### src/inc/ddce_pkg.sv
package ddce_pkg;

  // ---------------------------------------------------------------
  // bus and register map
  // ---------------------------------------------------------------
  localparam int unsigned ADDR_W        = 12;
  localparam int unsigned DATA_W        = 32;
  localparam logic [11:0] OFF_CTRL      = 12'h000;
  localparam logic [11:0] OFF_WINDOW    = 12'h004;
  localparam logic [11:0] OFF_STATUS    = 12'h008;

  // ctrl fields
  localparam int unsigned CTRL_RUN_BIT  = 0;
  localparam int unsigned CTRL_MODE_LSB = 1;
  localparam int unsigned CTRL_MODE_MSB = 2;

  // status fields
  localparam int unsigned STAT_IN_A     = 0;
  localparam int unsigned STAT_IN_B     = 1;
  localparam int unsigned STAT_ST_LSB   = 2;
  localparam int unsigned STAT_ST_MSB   = 3;
  localparam int unsigned STAT_ENABLE   = 4;
  localparam int unsigned STAT_TIMEOUT  = 5;
  localparam int unsigned STAT_FAULT    = 6;
  localparam int unsigned STAT_ARMED    = 7;

  // ---------------------------------------------------------------
  // window and timing
  // ---------------------------------------------------------------
  localparam int unsigned WIN_W         = 12;
  localparam int unsigned STEP_MS       = 10;
  localparam int unsigned WIN_MAX_MS    = 30000;
  localparam logic [11:0] WIN_MAX_STEPS = 12'(WIN_MAX_MS / STEP_MS);
  localparam int unsigned CLK_PERIOD_NS = 10;
  localparam int unsigned STEP_CYCLES   = STEP_MS * 1000000 / CLK_PERIOD_NS;

  // ---------------------------------------------------------------
  // modes and states
  // ---------------------------------------------------------------
  typedef enum logic [1:0]
  {
    MODE_EQUIV  = 2'b00,
    MODE_COMPL  = 2'b01,
    MODE_SINGLE = 2'b10
  } ddce_mode_t;

  typedef enum logic [1:0]
  {
    ST_DEACT  = 2'b00,
    ST_DISC   = 2'b01,
    ST_ACTIVE = 2'b10,
    ST_ERROR  = 2'b11
  } ddce_state_t;

  localparam logic             RST_RUN    = 1'b0;
  localparam ddce_mode_t       RST_MODE   = MODE_EQUIV;
  localparam logic [WIN_W-1:0] RST_WINDOW = 12'h000;

endpackage

### src/inc/ddce_tmr_if.sv
`timescale 1ns/100ps
`default_nettype none

interface ddce_tmr_if;
  import ddce_pkg::*;
  logic             start;
  logic             clear;
  logic [WIN_W-1:0] limit;
  logic             expired;

  modport ctrl (output start, output clear, output limit, input expired);
  modport tmr  (input start, input clear, input limit, output expired);
endinterface

`default_nettype wire

### src/hdl/ddce_tick.sv
`timescale 1ns/100ps
`default_nettype none

module ddce_tick #(
  parameter int unsigned CYCLES = 1000000
) (
  // clock and reset
  input  wire logic clk,
  input  wire logic rst,
  // control
  input  wire logic restart,
  output logic      tick
);
  logic [31:0] cnt;
  logic [31:0] next_cnt;

  // restart keeps the first step a full one, so error is under one step
  always_comb
  begin
    if (restart || cnt == 32'(CYCLES - 1))
      next_cnt = 32'h00000000;
    else
      next_cnt = cnt + 32'h00000001;
  end

  always_ff @(posedge clk)
  begin
    if (rst)
      cnt <= 32'h00000000;
    else
      cnt <= next_cnt;
  end

  assign tick = !restart && (cnt == 32'(CYCLES - 1));
endmodule

`default_nettype wire

### src/hdl/ddce_timer.sv
`timescale 1ns/100ps
`default_nettype none

module ddce_timer (
  // clock and reset
  input  wire logic clk,
  input  wire logic rst,
  // step pulse
  input  wire logic tick,
  // control
  ddce_tmr_if.tmr   t
);
  import ddce_pkg::*;

  logic [WIN_W-1:0] cnt;
  logic [WIN_W-1:0] next_cnt;

  always_comb
  begin
    if (t.clear || t.start)
      next_cnt = '0;
    else if (tick && !t.expired)
      next_cnt = cnt + 12'h001;
    else
      next_cnt = cnt;
  end

  always_ff @(posedge clk)
  begin
    if (rst)
      cnt <= '0;
    else
      cnt <= next_cnt;
  end

  // zero window never expires; count saturates once it reaches the limit
  assign t.expired = (t.limit != '0) && (cnt >= t.limit);
endmodule

`default_nettype wire

### src/hdl/ddce_eval.sv
// Implementation choices: the address map and the APB slave port.
`timescale 1ns/100ps
`default_nettype none

module ddce_eval #(
  parameter int unsigned TICK_CYCLES = ddce_pkg::STEP_CYCLES
) (
  // clock and reset
  input  wire logic                         clk,
  input  wire logic                         rst,
  // apb slave
  input  wire logic                         psel,
  input  wire logic                         penable,
  input  wire logic                         pwrite,
  input  wire logic [ddce_pkg::ADDR_W-1:0]  paddr,
  input  wire logic [ddce_pkg::DATA_W-1:0]  pwdata,
  output logic      [ddce_pkg::DATA_W-1:0]  prdata,
  output logic                              pready,
  output logic                              pslverr,
  // sensor channels
  input  wire logic                         in_a,
  input  wire logic                         in_b,
  // evaluation outputs
  output logic                              enable,
  output logic                              timeout_err,
  output logic                              fault_flag
);
  import ddce_pkg::*;

  // ---------------------------------------------------------------
  // register bus
  // ---------------------------------------------------------------
  logic             run;
  ddce_mode_t       mode;
  logic [WIN_W-1:0] win_steps;
  logic             next_run;
  ddce_mode_t       next_mode;
  logic [WIN_W-1:0] next_win_steps;
  logic [31:0]      next_prdata;
  logic [31:0]      status_word;
  logic             wr_en;
  logic             mapped;

  ddce_state_t      state;
  logic             armed;

  assign mapped  = (paddr == OFF_CTRL) || (paddr == OFF_WINDOW) || (paddr == OFF_STATUS);
  assign wr_en   = psel && penable && pwrite && mapped;
  assign pready  = 1'b1;
  assign pslverr = psel && penable && !mapped;

  always_comb
  begin
    status_word                          = '0;
    status_word[STAT_IN_A]               = in_a;
    status_word[STAT_IN_B]               = in_b;
    status_word[STAT_ST_MSB:STAT_ST_LSB] = state;
    status_word[STAT_ENABLE]             = enable;
    status_word[STAT_TIMEOUT]            = timeout_err;
    status_word[STAT_FAULT]              = fault_flag;
    status_word[STAT_ARMED]              = armed;
  end

  always_comb
  begin
    next_run       = run;
    next_mode      = mode;
    next_win_steps = win_steps;
    next_prdata    = prdata;
    if (wr_en && paddr == OFF_CTRL)
    begin
      next_run = pwdata[CTRL_RUN_BIT];
      // mode is frozen while running; reserved code 2'b11 is refused
      if (!run && pwdata[CTRL_MODE_MSB:CTRL_MODE_LSB] != 2'b11)
        next_mode = ddce_mode_t'(pwdata[CTRL_MODE_MSB:CTRL_MODE_LSB]);
    end
    if (wr_en && paddr == OFF_WINDOW && !run && pwdata[31:WIN_W] == '0
        && pwdata[WIN_W-1:0] <= WIN_MAX_STEPS)
      next_win_steps = pwdata[WIN_W-1:0];
    // read data captured in setup so it is a flop during access
    if (psel && !penable)
    begin
      case (paddr)
        OFF_CTRL:   next_prdata = {29'h0, mode, run};
        OFF_WINDOW: next_prdata = {20'h0, win_steps};
        OFF_STATUS: next_prdata = status_word;
        default:    next_prdata = 32'h00000000;
      endcase
    end
  end

  always_ff @(posedge clk)
  begin
    if (rst)
    begin
      run       <= RST_RUN;
      mode      <= RST_MODE;
      win_steps <= RST_WINDOW;
      prdata    <= 32'h00000000;
    end
    else
    begin
      run       <= next_run;
      mode      <= next_mode;
      win_steps <= next_win_steps;
      prdata    <= next_prdata;
    end
  end

  // ---------------------------------------------------------------
  // mismatch timer
  // ---------------------------------------------------------------
  ddce_tmr_if tmr ();
  logic tick;

  ddce_tick #(
    .CYCLES (TICK_CYCLES)
  ) u_tick (
    .clk     (clk),
    .rst     (rst),
    .restart (tmr.start),
    .tick    (tick)
  );

  ddce_timer u_timer (
    .clk  (clk),
    .rst  (rst),
    .tick (tick),
    .t    (tmr)
  );

  assign tmr.limit = win_steps;

  // ---------------------------------------------------------------
  // pair evaluation
  // ---------------------------------------------------------------
  ddce_state_t cls;
  ddce_state_t next_state;
  logic        next_armed;
  logic        next_enable;
  logic        next_timeout;
  logic        next_fault;
  logic        blocked;
  logic        next_blocked;
  logic        single;

  // both inputs from one source collapses to single-channel
  assign single = (mode == MODE_SINGLE);

  always_comb
  begin
    cls = ST_DISC;
    case ({in_a, in_b})
      2'b00:   cls = (mode == MODE_EQUIV) ? ST_DEACT : ST_DISC;
      2'b11:   cls = (mode == MODE_EQUIV) ? ST_ACTIVE : ST_DISC;
      2'b01:   cls = (mode == MODE_COMPL) ? ST_DEACT : ST_DISC;
      2'b10:   cls = (mode == MODE_COMPL) ? ST_ACTIVE : ST_DISC;
      default: cls = ST_DISC;
    endcase
  end

  always_comb
  begin
    next_state   = state;
    next_armed   = armed;
    next_timeout = timeout_err;
    next_blocked = blocked;
    tmr.start    = 1'b0;
    tmr.clear    = 1'b0;
    if (!run)
    begin
      next_state   = ST_DEACT;
      next_armed   = 1'b0;
      next_blocked = 1'b0;
      tmr.clear    = 1'b1;
    end
    else if (single)
    begin
      // no pairing and no timing in single-channel mode
      next_state   = in_a ? ST_ACTIVE : ST_DEACT;
      next_timeout = 1'b0;
      next_blocked = 1'b0;
      tmr.clear    = 1'b1;
    end
    else
    begin
      case (state)
        ST_DEACT:
        begin
          next_armed = 1'b1;
          tmr.clear  = 1'b1;
          if (cls == ST_DISC)
          begin
            next_state = ST_DISC;
            tmr.start  = 1'b1;
          end
          else if (cls == ST_ACTIVE)
            next_state = ST_ACTIVE;
        end
        ST_DISC:
        begin
          if (tmr.expired)
          begin
            next_state   = ST_ERROR;
            next_timeout = 1'b1;
          end
          else if (cls == ST_DEACT)
          begin
            next_state   = ST_DEACT;
            next_blocked = 1'b0;
          end
          else if (cls == ST_ACTIVE && armed)
            next_state = ST_ACTIVE;
          else if (cls == ST_ACTIVE)
            next_blocked = 1'b1;
        end
        ST_ACTIVE:
        begin
          tmr.clear = (cls == ST_ACTIVE);
          if (cls == ST_DISC)
          begin
            next_state = ST_DISC;
            tmr.start  = 1'b1;
          end
          else if (cls == ST_DEACT)
            next_state = ST_DEACT;
        end
        ST_ERROR:
        begin
          // error is left only through deactivation
          if (cls == ST_DEACT)
          begin
            next_state   = ST_DEACT;
            next_blocked = 1'b0;
            tmr.clear    = 1'b1;
          end
        end
        default:
          next_state = ST_DEACT;
      endcase
      if (next_state == ST_ACTIVE && state != ST_ACTIVE)
      begin
        next_armed   = 1'b0;
        next_timeout = 1'b0;
      end
    end
  end

  assign next_enable = (next_state == ST_ACTIVE) && run;
  assign next_fault  = run && !single && (next_state == ST_ERROR || next_blocked);

  // one evaluation per clock edge; reset lands deactivated, enable low
  always_ff @(posedge clk)
  begin
    if (rst)
    begin
      state       <= ST_DEACT;
      armed       <= 1'b0;
      enable      <= 1'b0;
      timeout_err <= 1'b0;
      fault_flag  <= 1'b0;
      blocked     <= 1'b0;
    end
    else
    begin
      state       <= next_state;
      armed       <= next_armed;
      enable      <= next_enable;
      timeout_err <= next_timeout;
      fault_flag  <= next_fault;
      blocked     <= next_blocked;
    end
  end
endmodule

`default_nettype wire

### config.mk
export PLATFORM = sky130hd
export DESIGN_NAME = ddce_eval
export DESIGN_NICKNAME = d
export VERILOG_FILES = /design/src/inc/ddce_pkg.sv /design/src/inc/ddce_tmr_if.sv /design/src/hdl/ddce_tick.sv /design/src/hdl/ddce_timer.sv /design/src/hdl/ddce_eval.sv
export SDC_FILE = /design/constraint.sdc
export NUM_CORES = 1
export LEC_CHECK = 0
export BUFFER_PORTS_ARGS = -buffer_cell sky130_fd_sc_hd__buf_2
export CAP_MARGIN = 15
export CORE_MARGIN = 1.5
export CORE_UTILIZATION = 55
export DETAILED_ROUTE_END_ITERATION = 8
export PLACE_DENSITY = 0.78
export SLEW_MARGIN = 20
export SYNTH_ARGS = -nofsm -noshare
export SYNTH_HDL_FRONTEND = slang
export SYNTH_SLANG_ARGS = --single-unit
### constraint.sdc
create_clock -name clk -period 2.4 [get_ports clk]
set_input_delay 0.48 -clock clk [delete_from_list [all_inputs] [get_ports clk]]
set_output_delay 0.48 -clock clk [all_outputs]
set_load 0.005 [all_outputs]
==> impl_summary.md, run 1 <==
Floorplan
The floorplan core area is 7647 um^2. The initial core utilization is a little under three fifths. The die is 91.35 um wide. The floorplan step set the die height to approximately 90 um. The I/O pin count is 88.

The standard-cell row count is 32. The die area is 8344 um^2.

Clocking
For the worst-skew pair, the clock arrives at the later sink with an insertion delay of ~360 ps. CTS saw 78 sinks. The TritonCTS clock tree is done.

The clock tree buffer depth is 2. Counting the buffers created by CTS gives 9. In this run the number of H-tree levels came out at 3.

The clock edge transition at the registers on the reported setup and hold paths is 90 ps. The root buffer cell is sky130_fd_sc_hd__clkbuf_8. After clock tree synthesis, the setup repair step added 0 buffers.

Route
After detailed routing, the wire length on met1 is 4.431 mm. After detailed routing, the met2 layer carries 4.832 mm of wire. The highest metal layer carrying signal wires in the routed design is met4. The number of DRC markers in iteration 0 is 164.

The routed layout has slightly below 4k vias. In the routed design, unresolved DRC markers number 0. In the final routed layout, each cell accounts on average for around 14 um. The detailed-route wire length is approximately 10 mm. The ratio of routed vias to standard cells is around 5.6. The length of the first detailed-routing pass in iterations is 4.

The detailed-routed wire length on met3 is approximately 510 um. In this run the remaining antenna-violating nets after routing total 0.

Synthesis
The mapped netlist covers roughly 4300 um^2. The cell type with the highest aggregate area in the netlist is sky130_fd_sc_hd__dfxtp_1. Sorting the synthesized cells by area gives the leading types as sky130_fd_sc_hd__dfxtp_1 36%, sky130_fd_sc_hd__mux2i_1 5.6%, sky130_fd_sc_hd__nor2_1 4.9%. The count of flip-flops with a built-in enable after synthesis is 0.

The share of the synthesized area in the top cell type is a little over a third. The share of the Yosys chip area taken by registers is 36.37%. The compound-cell area share of the yosys netlist is 11.31%.

The most frequently used flop master after synthesis is sky130_fd_sc_hd__dfxtp_1. By area, the combinational part of the netlist is dominated by simple AND/OR/NAND/NOR gates. The adder-cell share of the synthesized area is 4.080%. The share of synthesized registers carrying an async set or reset is 0%. The post-synthesis share of cell area spent on xor and xnor gates is ~5.9%. Synthesis instantiated 53 different standard cells from the library. The number of instances in the synthesized netlist is 524.

The post-synthesis mux area share is 5.596%. The number of register bits inferred by synthesis is between 70 and 80. By count the netlist is led by 78 x sky130_fd_sc_hd__dfxtp_1, 56 x sky130_fd_sc_hd__nor2_1, 49 x sky130_fd_sc_hd__nand2_1.

The synthesized area per cell is 8.192 um^2. The total of warnings raised by yosys is 0. The basic-gate share of the synthesized area counting and, or, nand and nor cells is 28.80%. The dominant cell by count in the synthesized netlist is sky130_fd_sc_hd__dfxtp_1.

Power
The total power density per cell area is 486.2 nW/um^2. The power after layout is about 2.4 mW. The leakage component of the power is 2.070 nW. Across the VDD grid, the largest voltage drop is 318.6 uV.

Critical path
The maximum fanout count along the critical path is 4. The required time of the critical path is 2650 ps. The flop-to-flop setup slack is just under 90 ps. The critical path is of the flip-flop to flip-flop type. The endpoint arrival time on the critical path is 2560 ps. In this run the critical register-to-register path is launched from tmr.limit[2].

The startpoint type of the worst setup path is a flip-flop. The worst setup path is captured at a flip-flop. The number of cells on the worst reg-to-reg path is 8. In this run the worst setup path begins at tmr.limit[2]. The endpoint of the lowest-slack register-to-register path is enable.

The end point of the critical path is enable.

STA
The clock arrives with 7.916 ps of skew. On the final layout, the worst hold slack is 376.6 ps. The number of max-slew violations in the final report was 0. The worst max-slew margin expressed relative to the limit is 45.79%. In the finished design, the share of the clock period the worst path needs comes to 96.36%. Static timing analysis puts the maximum clock frequency at between 0.4 and 0.5 GHz.

The sum of negative setup slack is 0 ps. Setup repair after global routing could not meet its margin everywhere. The final critical-path required period is ~2300 ps.

The number of hold-slack violations in the final timing report came to 0. Setup violations remaining at the end of the flow were counted as 0. The slew at the pin with the worst max-slew slack is between 800 and 900 ps.

Final layout
The area growth from synthesis to layout is 16.41%. The end-of-flow core utilization is 65.35%. The repair_antennas step left the layout with diodes totalling 0. In the final layout, the share of cells above drive strength 1 is 19.90%. The total number of nets in the final design is 663.

Once layout is complete, the cells apart from fillers number 705.

Placed design
The number of placed instances, taps included, is 689. The final HPWL from detailed placement is 7.396 mm. Routability-driven placement finished with a final weighted congestion of roughly 0.87. The count of buffers added on input and output ports is 66.

GRT
The initial antenna violation count was 0. The overall fraction of global-route tracks in use is 24.38%. The global-route wire length before repair is 16.49 mm. The number of global-route vias before repair is 3709.

Entering global routing, the biggest net connects 33 pins. The total overflow left after global routing is 0.

Status
The run finished with clean final reports.

Worst hold path
The kind of path behind the tightest hold check is primary input to flip-flop.

Flow run
Across the run, the number of max-cap violations was 0.
-- area by class of cell --
class                   count  area, um^2
repair buffers             85       510.5
clock buffers               9       123.9
multi-input cells         403        2520
inverters                  21       78.83
fillers                   647        2650
well taps                 102       127.6
flip-flops and latches     78        1563
clock inverters             7       73.82
-- metrics by stage --
step,area [um^2],setup WS [ps]
after floorplan,4364,245.6
after global placement,4748,27.22
after detailed placement,4748,-150.3
after CTS,4962,21.36
after global routing,4997,-19.53
final,4997,87.26
-- power breakdown --
group	internal (mW)	switching, mW
combinational	0.0574	0.0780
sequential	1.30	0.00288
clock	0.484	0.511
-- critical path, stage by stage, from the launching register on --
cell and delay (ps):
sky130_fd_sc_hd__dfxtp_1 410, sky130_fd_sc_hd__inv_1 80, sky130_fd_sc_hd__ha_1 270, sky130_fd_sc_hd__o21ai_0 110, sky130_fd_sc_hd__a211o_1 370, sky130_fd_sc_hd__nor3_4 240, sky130_fd_sc_hd__nor3_1 120, sky130_fd_sc_hd__or3_1 390
sky130_fd_sc_hd__a32o_1 220
-- placed cells by master, fill, tap and decap left out, drive strengths merged, types with 3 or more instances in the layout --
master   n
nor4    16
ha      14
clkinv   4
conb    21
xor2    17
a21o     3
or4      3
mux2i   24
buf     85
dfxtp   78
nand2   49
nor3    16
a21oi   27
nand2b   7
nand3   33
a22o     6
and3    13
nor2b    6
o21ai   20
o211a    3
clkbuf   9
or3     19
nand4    8
inv     22
xnor2   12
and2     3
nor2    56
and4     5
-- logic make-up after synthesis --
group                    after synthesis
flip-flops                            78
buffers and inverters                 62
multiplexers                          24
AND/OR/NAND/NOR                      239
other                                  2
AO/OA/AOI/OAI                         76
XOR/XNOR                              29
adder cells (fa/ha/maj)               14
-- flip-flops by register name, summed over array words and instances, names as in the netlist --
signal       flops
fault_flag       1
armed            1
u_timer.cnt     12
blocked          1
enable           1
run              1
u_tick.cnt      32
prdata          12
state            2
tmr.limit       12
timeout_err      1
mode             2
-- how the worst min path moves through the flow --
| stage | start | to | cells past startpoint |
|---|---|---|---|
| after global placement | u_tick.cnt[0] | u_tick.cnt[0] | 1 |
| after detailed placement | u_tick.cnt[0] | u_tick.cnt[0] | 1 |
| after floorplan | u_tick.cnt[0] | u_tick.cnt[0] | 1 |
| after CTS | pwdata[7] | tmr.limit[7] | 3 |
| after global routing | pwdata[9] | tmr.limit[9] | 3 |
| final | pwdata[7] | tmr.limit[7] | 3 |
-- repair_timing --
item                                    CTS  global route
pin swaps                                 0             1
gates cloned                              0             0
endpoints found under the hold margin     0             0
hold buffers                              0             0
endpoints found under the setup margin   13             7
resized for setup                         5             6
-- routing by layer --
layer,up-vias,track usage (%)
met5,-,0
met4,0,11.20
met3,17,4.439
met2,116,40.98
met1,1830,30.11
li1,1953,-
Power figures use the tool's default switching activity.
==> run 2, diff against run 1 <==
--- a/config.mk
+++ b/config.mk
@@ -7,10 +7,11 @@
 export LEC_CHECK = 0
 export BUFFER_PORTS_ARGS = -buffer_cell sky130_fd_sc_hd__buf_2
 export CAP_MARGIN = 15
+export CORE_ASPECT_RATIO = 1.25
 export CORE_MARGIN = 1.5
-export CORE_UTILIZATION = 55
+export CORE_UTILIZATION = 40
 export DETAILED_ROUTE_END_ITERATION = 8
-export PLACE_DENSITY = 0.78
+export PLACE_DENSITY = 0.59
 export SLEW_MARGIN = 20
 export SYNTH_ARGS = -nofsm -noshare
 export SYNTH_HDL_FRONTEND = slang
==> constraint.sdc (replaced) <==
create_clock -name clk -period 2.4 [get_ports clk]
set_input_delay 0.48 -clock clk [delete_from_list [all_inputs] [get_ports clk]]
set_output_delay 0.48 -clock clk [all_outputs]
set_load 0.02 [all_outputs]
==> run 2 against run 1 <==
Against the previous run: total power is 21% higher; register-to-register slack better by 20 ps; first-iteration DRC count is 7.9% lower; sequential share of layout area is 0.95 points lower; flip-flop and latch count stayed put; via count is 0.64% lower.
==> impl_summary.md, run 2 (synthesis results as in run 1) <==
Power
The leakage component of the power is 2.131 nW (+3.0%). The largest vdd supply drop is 354.3 uV (+11%). The total power density per cell area is 569.8 nW/um^2 (+17%). The power after layout was 2.939 mW (+21%).

GRT
The met2 capacity usage during global routing is 32.83% (-8.1 points). The remaining global-route overflow is 0 (unchanged). The fraction of met1 tracks used by global routing came to 21.66% (-8.4 points). The global-route track usage on met3 was 2.874% (-1.6 points). The global-route wire length before repair is 16.73 mm (+1.4%). The overall fraction of global-route tracks in use was 18.63% (-5.7 points). The maximum number of pins on one net before global-route repair is 33 (unchanged). The most congested layer reported by global routing is met2. The number of global-route vias before repair came to 3675 (-0.92%). The initial antenna violation count is 0 (unchanged).

Route
The total via count in the routed design was 3891 (-0.64%). The detailed-route wire length is 10.23 mm (+2.6%). The number of DRC markers in iteration 0 is 151 (-7.9%). The DRC violations left is 0 (unchanged). The routed length per placed instance was 13.89 um (-1.9%).

The ratio of routed vias to standard cells came to 5.280 (-5.0%). The count of antenna-violating nets left after detailed routing is 0 (unchanged). The length of the first detailed-routing pass in iterations is 5 (+1).

Clocking
The clock edge transition at the registers on the reported setup and hold paths came to 60 ps (-30 ps). The root buffer cell is sky130_fd_sc_hd__clkbuf_16. The total number of clock tree sinks is 78 (unchanged).

The number of H-tree branching levels is 3 (unchanged). The source-to-sink clock delay at the later pin of the worst-skew pair was 330 ps (-30 ps). TritonCTS built the clock tree.

The clock tree buffer depth is 2 (unchanged). The number of setup buffers added after CTS came to 0 (unchanged). The number of buffers added by the clock tree synthesis step is 9 (unchanged).

Placed design
The cell count after placement is 721 (+4.6%). The placement-stage cell area is 4788 um^2 (+0.84%). The final HPWL from detailed placement is 7.761 mm (+4.9%). The count of input and output buffers is 66 (unchanged). The last weighted congestion value of the routability-driven placer came to 0.8115 (-7.1%).

Critical path
The maximum fanout count along the critical path came to 8 (+4). The sort of element at the end of the critical path is a flip-flop. The flop-to-flop setup slack came to 110 ps (+20 ps). The kind of cell adding the most delay to the critical path is compound AO/OA/AOI/OAI gates. The signal on the critical path passes through inv_1, ha_1, nand4_1, o21ai_0, a311o_1, o21a_2, buf_4, nor3_2, mux2i_1. The cell with the largest stage delay on the worst path is sky130_fd_sc_hd__dfxtp_1. The endpoint arrival time on the critical path is 2550 ps (about the same).

The delay of the slowest critical-path stage is 370 ps (-40 ps). The required time of the critical path is 2660 ps (about the same). The worst setup path is launched from a flip-flop.

The number of buffers and inverters on the critical path came to 2 (+1). The setup path with the least slack is of type flip-flop to flip-flop.

STA
The slew at the pin with the worst max-slew slack was 683.8 ps (-127.7 ps). The upper clock frequency limit is 0.4371 GHz (+1.1%). The number of failing setup endpoints in the final timing report is 0 (unchanged). The number of max-slew violations in the final report was 0 (unchanged). The maximum clock skew at final layout was 5.339 ps (-2.577 ps). Setup repair after global routing could not meet its margin everywhere.

The post-route clock period utilization was 95.33% (-1.0 points). The number of hold-slack violations in the final timing report was 0 (unchanged). The final critical-path required period came to 2288 ps (-24.72 ps). The worst max-slew margin expressed relative to the limit was 54.25% (+8.5 points).

Final layout
The total number of nets in the final design is 665 (+0.30%). The cell area after layout was 5159 um^2 (+3.2%). The top cell types in the final layout, fill and taps aside, are 76 x sky130_fd_sc_hd__dfxtp_1, 66 x sky130_fd_sc_hd__buf_2, 56 x sky130_fd_sc_hd__nor2_1. The register containing the most flip-flops in the final layout is u_tick.cnt.

The antenna cell count is 0 (unchanged). The flip-flop count of the largest register, all copies and words added is 32 (unchanged). The end-of-flow core utilization is 49.08% (-16 points). Leaving out fill and tap cells, the most frequent cell in the layout is sky130_fd_sc_hd__dfxtp_1. The count of filler cells inserted in the layout is 1062 (+64%). The final standard cell count with taps included and fillers excluded is 737 (+4.5%). The fraction of final layout cells sized beyond drive strength 1 came to 20.17% (+0.26 points). The area growth from synthesis to layout is 20.17%.

Floorplan
The standard-cell row count came to 42 (+31%). The height of the die came to 118.8 um (+30%). The die area was 11370 um^2 (+36%). The I/O pin count is 88 (unchanged). The die width is 95.66 um (+4.7%).

The initial core utilization was 40.85% (-15 points). The floorplan core area is 10510 um^2 (+37%).

Flow run
The number of max-capacitance violations reported is 0 (unchanged).

Worst hold path
The min-delay analysis places its worst path in the category primary input to flip-flop.

Status
The run finished with clean final reports.
## run 2: cell count changes in the layout (fill, tap and decap cells not counted), sizes merged
cell / delta
clkinv: -3
buf: +2
clkbuf: +2
bufinv: +1
## run 2: power breakdown
group          leakage [nW]  internal, mW  switching, mW
clock network         0.156         0.941          0.536
logic                  1.35        0.0586          0.102
registers             0.630          1.30        0.00287
## run 2: final timing paths
path,startpoint,end,cells past startpoint
worst max-delay path,tmr.limit[10],u_timer.cnt[10],9
worst min-delay path,pwdata[8],tmr.limit[8],3
worst max register to register,tmr.limit[10],u_timer.cnt[10],9
worst min register to register,u_tick.cnt[0],u_tick.cnt[0],1
## run 2: timing repair
action	in CTS	in global routing
gates resized for setup	3	8
hold buffers	0	0
endpoints found under the setup margin	9	16
pin swaps	0	1
## run 2: layout make-up
type	count	area, um^2	share of cell area [%]
timing repair buffer	87	513.0	9.944
clock buffer	11	242.7	4.705
clock inverter	5	81.33	1.577
inverter	21	78.83	1.528
multi-input combinational	403	2514	48.73
sequential	78	1564	30.32
tap	132	165.2	3.202
## run 2: tightest hold or removal path, cell delays in order
cell                      delay, ps
sky130_fd_sc_hd__buf_2           90
sky130_fd_sc_hd__mux2i_1         60
sky130_fd_sc_hd__nor2_1          80
## run 2: per-layer routing
layer	vias to the layer above	wire length, um	share of wire [%]
met1	1835	4429	43
met2	92	5140	50
met5	-	0	0
met3	13	471	4.6
met4	0	192	1.9
li1	1951	-	-
## run 2: metrics by stage
stage / setup slack (ps) / hold slack [ps] / TNS [ps]
after floorplan: 245.6 / 412.9 / 0
after global placement: -21.58 / 423.5 / -152.1
after detailed placement: -20.51 / 434.6 / -88.85
after CTS: -6.542 / 397.5 / -6.542
after global routing: -15.83 / 412.9 / -22.00
final: 112.0 / 407.0 / 0
==> run 3, diff against run 2 <==
--- a/config.mk
+++ b/config.mk
@@ -8,10 +8,10 @@
 export BUFFER_PORTS_ARGS = -buffer_cell sky130_fd_sc_hd__buf_2
 export CAP_MARGIN = 15
 export CORE_ASPECT_RATIO = 1.25
-export CORE_MARGIN = 1.5
+export CORE_MARGIN = 2
 export CORE_UTILIZATION = 40
 export DETAILED_ROUTE_END_ITERATION = 8
-export PLACE_DENSITY = 0.59
+export PLACE_DENSITY_LB_ADDON = 0.05
 export SLEW_MARGIN = 20
 export SYNTH_ARGS = -nofsm -noshare
 export SYNTH_HDL_FRONTEND = slang
==> run 3 against run 2 <==
Against the previous run: global-route usage down 0.22 points; setup slack got worse by 35 ps; first-iteration DRC count shrank 33%; critical endpoint is now enable; fmax down 1.5%; flip-flop and latch count unchanged; combinational power grew 2%.
==> impl_summary.md, run 3 (synthesis results as in run 1) <==
Clocking
The clock edge transition at the registers on the reported setup and hold paths is 60 ps (about the same). The hold buffer count at CTS was 0 (unchanged). The tree is rooted in a sky130_fd_sc_hd__clkbuf_16. The total number of clock tree sinks came to 78 (unchanged).

The number of setup buffers added after CTS is 0 (unchanged). The clock tree buffer depth is 2 (unchanged). The number of H-tree branching levels is 3 (unchanged).

The TritonCTS clock tree is done. The source-to-sink clock delay at the later pin of the worst-skew pair is 330 ps (about the same). The number of buffers added by the clock tree synthesis step came to 9 (unchanged).

Floorplan
The floorplan core area is 10510 um^2 (unchanged). The die area is 11580 um^2 (+1.9%). The die width is 96.66 um (+1.0%). The I/O pin count is 88 (unchanged). The standard-cell row count was 42 (unchanged).

The height of the die is 119.8 um (+0.84%). The initial core utilization is 40.85% (unchanged).

Worst hold path
The tightest min-delay check is of the primary input to flip-flop type. The hold-critical path depth came to 3 (unchanged).

Flow run
The number of max-capacitance violations reported is 0 (unchanged).

Power
The total power density per cell area is 531.9 nW/um^2 (-6.6%). The leakage component of the power is 2.161 nW (+1.4%). The largest vdd supply drop was 314.2 uV (-11%).

Route
The routed length per placed instance came to 14.12 um (+1.7%). The number of DRC markers in iteration 0 is 101 (-33%). The count of antenna-violating nets left after detailed routing is 0 (unchanged). The total via count in the routed design was 3848 (-1.1%).

The length of the first detailed-routing pass in iterations is 4 (-1). The detailed-route wire length is 10.52 mm (+2.8%). The DRC violations left is 0 (unchanged). The ratio of routed vias to standard cells is 5.165 (-2.2%).

Final layout
The count of filler cells inserted in the layout is 1110 (+4.5%). The area used by multi-input combinational logic was 2507 um^2 (-0.25%). The total number of nets in the final design was 673 (+1.2%).

The end-of-flow core utilization came to 49.35% (+0.26 points). The area taken by flip-flops and latches is 1562 um^2 (-0.16%). The flip-flop count of the largest register, all copies and words added is 32 (unchanged). The cell area after layout is 5186 um^2 (+0.53%).

The area growth from synthesis to layout is 20.81%. The commonest non-fill, non-tap cell in the layout is sky130_fd_sc_hd__dfxtp_1. The register containing the most flip-flops in the final layout is u_tick.cnt. The antenna cell count is 0 (unchanged). In the layout the commonest cells are 78 x sky130_fd_sc_hd__dfxtp_1, 66 x sky130_fd_sc_hd__buf_2, 56 x sky130_fd_sc_hd__nor2_1. The fraction of final layout cells sized beyond drive strength 1 came to 20.88% (+0.72 points).

Critical path
The maximum fanout count along the critical path is 4 (-4). The kind of cell with the highest combined delay along the critical path is simple AND/OR/NAND/NOR gates. The endpoint arrival time on the critical path was 2540 ps (about the same). The number of logic stages on the critical path including buffering was 8 (-1). The critical path is of the flip-flop to flip-flop type.

The slowest stage of the critical path is the sky130_fd_sc_hd__dfxtp_1 cell. The sort of element at the end of the critical path is a flip-flop. The required time of the critical path is 2620 ps (-40 ps). The number of cells on the worst reg-to-reg path was 8 (-1).

STA classifies the critical path startpoint as a flip-flop. The delay of the slowest critical-path stage is 430 ps (+60 ps). The number of buffers and inverters on the critical path is 1 (-1). The signal on the critical path passes through inv_1, ha_1, nand2_1, a211o_1, nor3_2, nor3_1, or3_1, a32o_1.

STA
The worst max-slew margin expressed relative to the limit was 66.74% (+12 points). The maximum clock skew at final layout was 3.946 ps (-1.393 ps). The upper clock frequency limit is 0.4305 GHz (-1.5%). The number of failing setup endpoints in the final timing report is 0 (unchanged). The post-route clock period utilization is 96.79% (+1.5 points).

The number of max-slew violations in the final report is 0 (unchanged). The final critical-path required period is 2323 ps (+34.91 ps). The number of hold-slack violations in the final timing report came to 0 (unchanged). The slew at the pin with the worst max-slew slack was 493.6 ps (-190.2 ps).

GRT
The number of global-route vias before repair is 3723 (+1.3%). The global-route wire length before repair is 17.51 mm (+4.7%). The maximum number of pins on one net before global-route repair is 33 (unchanged). The remaining global-route overflow is 0 (unchanged). The overall fraction of global-route tracks in use is 18.41% (-0.22 points). The initial antenna violation count is 0 (unchanged).

Placed design
The placement-stage cell area is 4861 um^2 (+1.5%). The count of input and output buffers is 66 (unchanged). The last weighted congestion value of the routability-driven placer was 0.8207 (+1.1%). The final HPWL from detailed placement is 8.119 mm (+4.6%).

Status
The flow ran to the end, and the final reports show no timing, DRC or antenna violations.
-- run 3: changes by cell type in the layout (fill, tap and decap cells not counted), sizes merged --
cell    previous run  this run
bufinv             2         0
inv               22        21
clkinv             1         2
buf               87        95
clkbuf            11        13
-- run 3: where the power goes --
part	total [mW]	internal, mW	switching, mW
Combinational	0.164	0.0610	0.103
Sequential	1.30	1.30	0.00287
Clock	1.29	0.782	0.511
-- run 3: per-stage QoR --
| stage | power, mW | TNS, ps | setup WS (ps) | std cells | hold WS (ps) |
|---|---|---|---|---|---|
| global route | 2.868 | -6.922 | -6.922 | 745 | 425.2 |
| CTS | 2.801 | 0 | 8.021 | 745 | 397.0 |
| floorplan | 1.449 | 0 | 245.6 | 543 | 412.9 |
| detailed placement | 1.494 | -263.9 | -37.09 | 729 | 431.4 |
| global placement | 1.493 | -354.8 | -39.69 | 729 | 422.8 |
| finish | 2.759 | 0 | 77.07 | 745 | 405.8 |
-- run 3: routing by layer --
layer	global-route usage [%]	share of wire (%)	vias up	routed length, um
li1	-	-	1973	-
met1	20.85	43	1787	4521
met2	33.55	51	79	5375
met3	4.485	4.4	9	458
met4	6.426	1.5	0	160
met5	0	0	-	0
-- run 3: cell type report --
class,instances,share of cell area (%)
Timing Repair Buffer,95,11.29
Clock inverter,3,0.3378
Clock buffer,13,5.211
Sequential cell,78,30.11
Tap cell,132,3.185
Multi-Input combinational cell,403,48.35
Inverter,21,1.520
-- run 3: final timing paths --
check	slack, ps	to	startpoint
worst min-delay path	410	tmr.limit[8]	pwdata[8]
worst min register to register	440	u_tick.cnt[0]	u_tick.cnt[0]
worst max-delay path	80	enable	tmr.limit[6]
worst max register to register	80	enable	tmr.limit[6]
-- run 3: tightest hold or removal path, delay by kind of cell --
kind	cells	cell delay [ps]
buf+inv	1	90
simple gates	1	70
mux	1	60
-- run 3: repair_timing --
action / in CTS / in global routing
setup endpoints to repair: 3 / 12
gates resized for setup: 2 / 7
pin swaps: 0 / 1
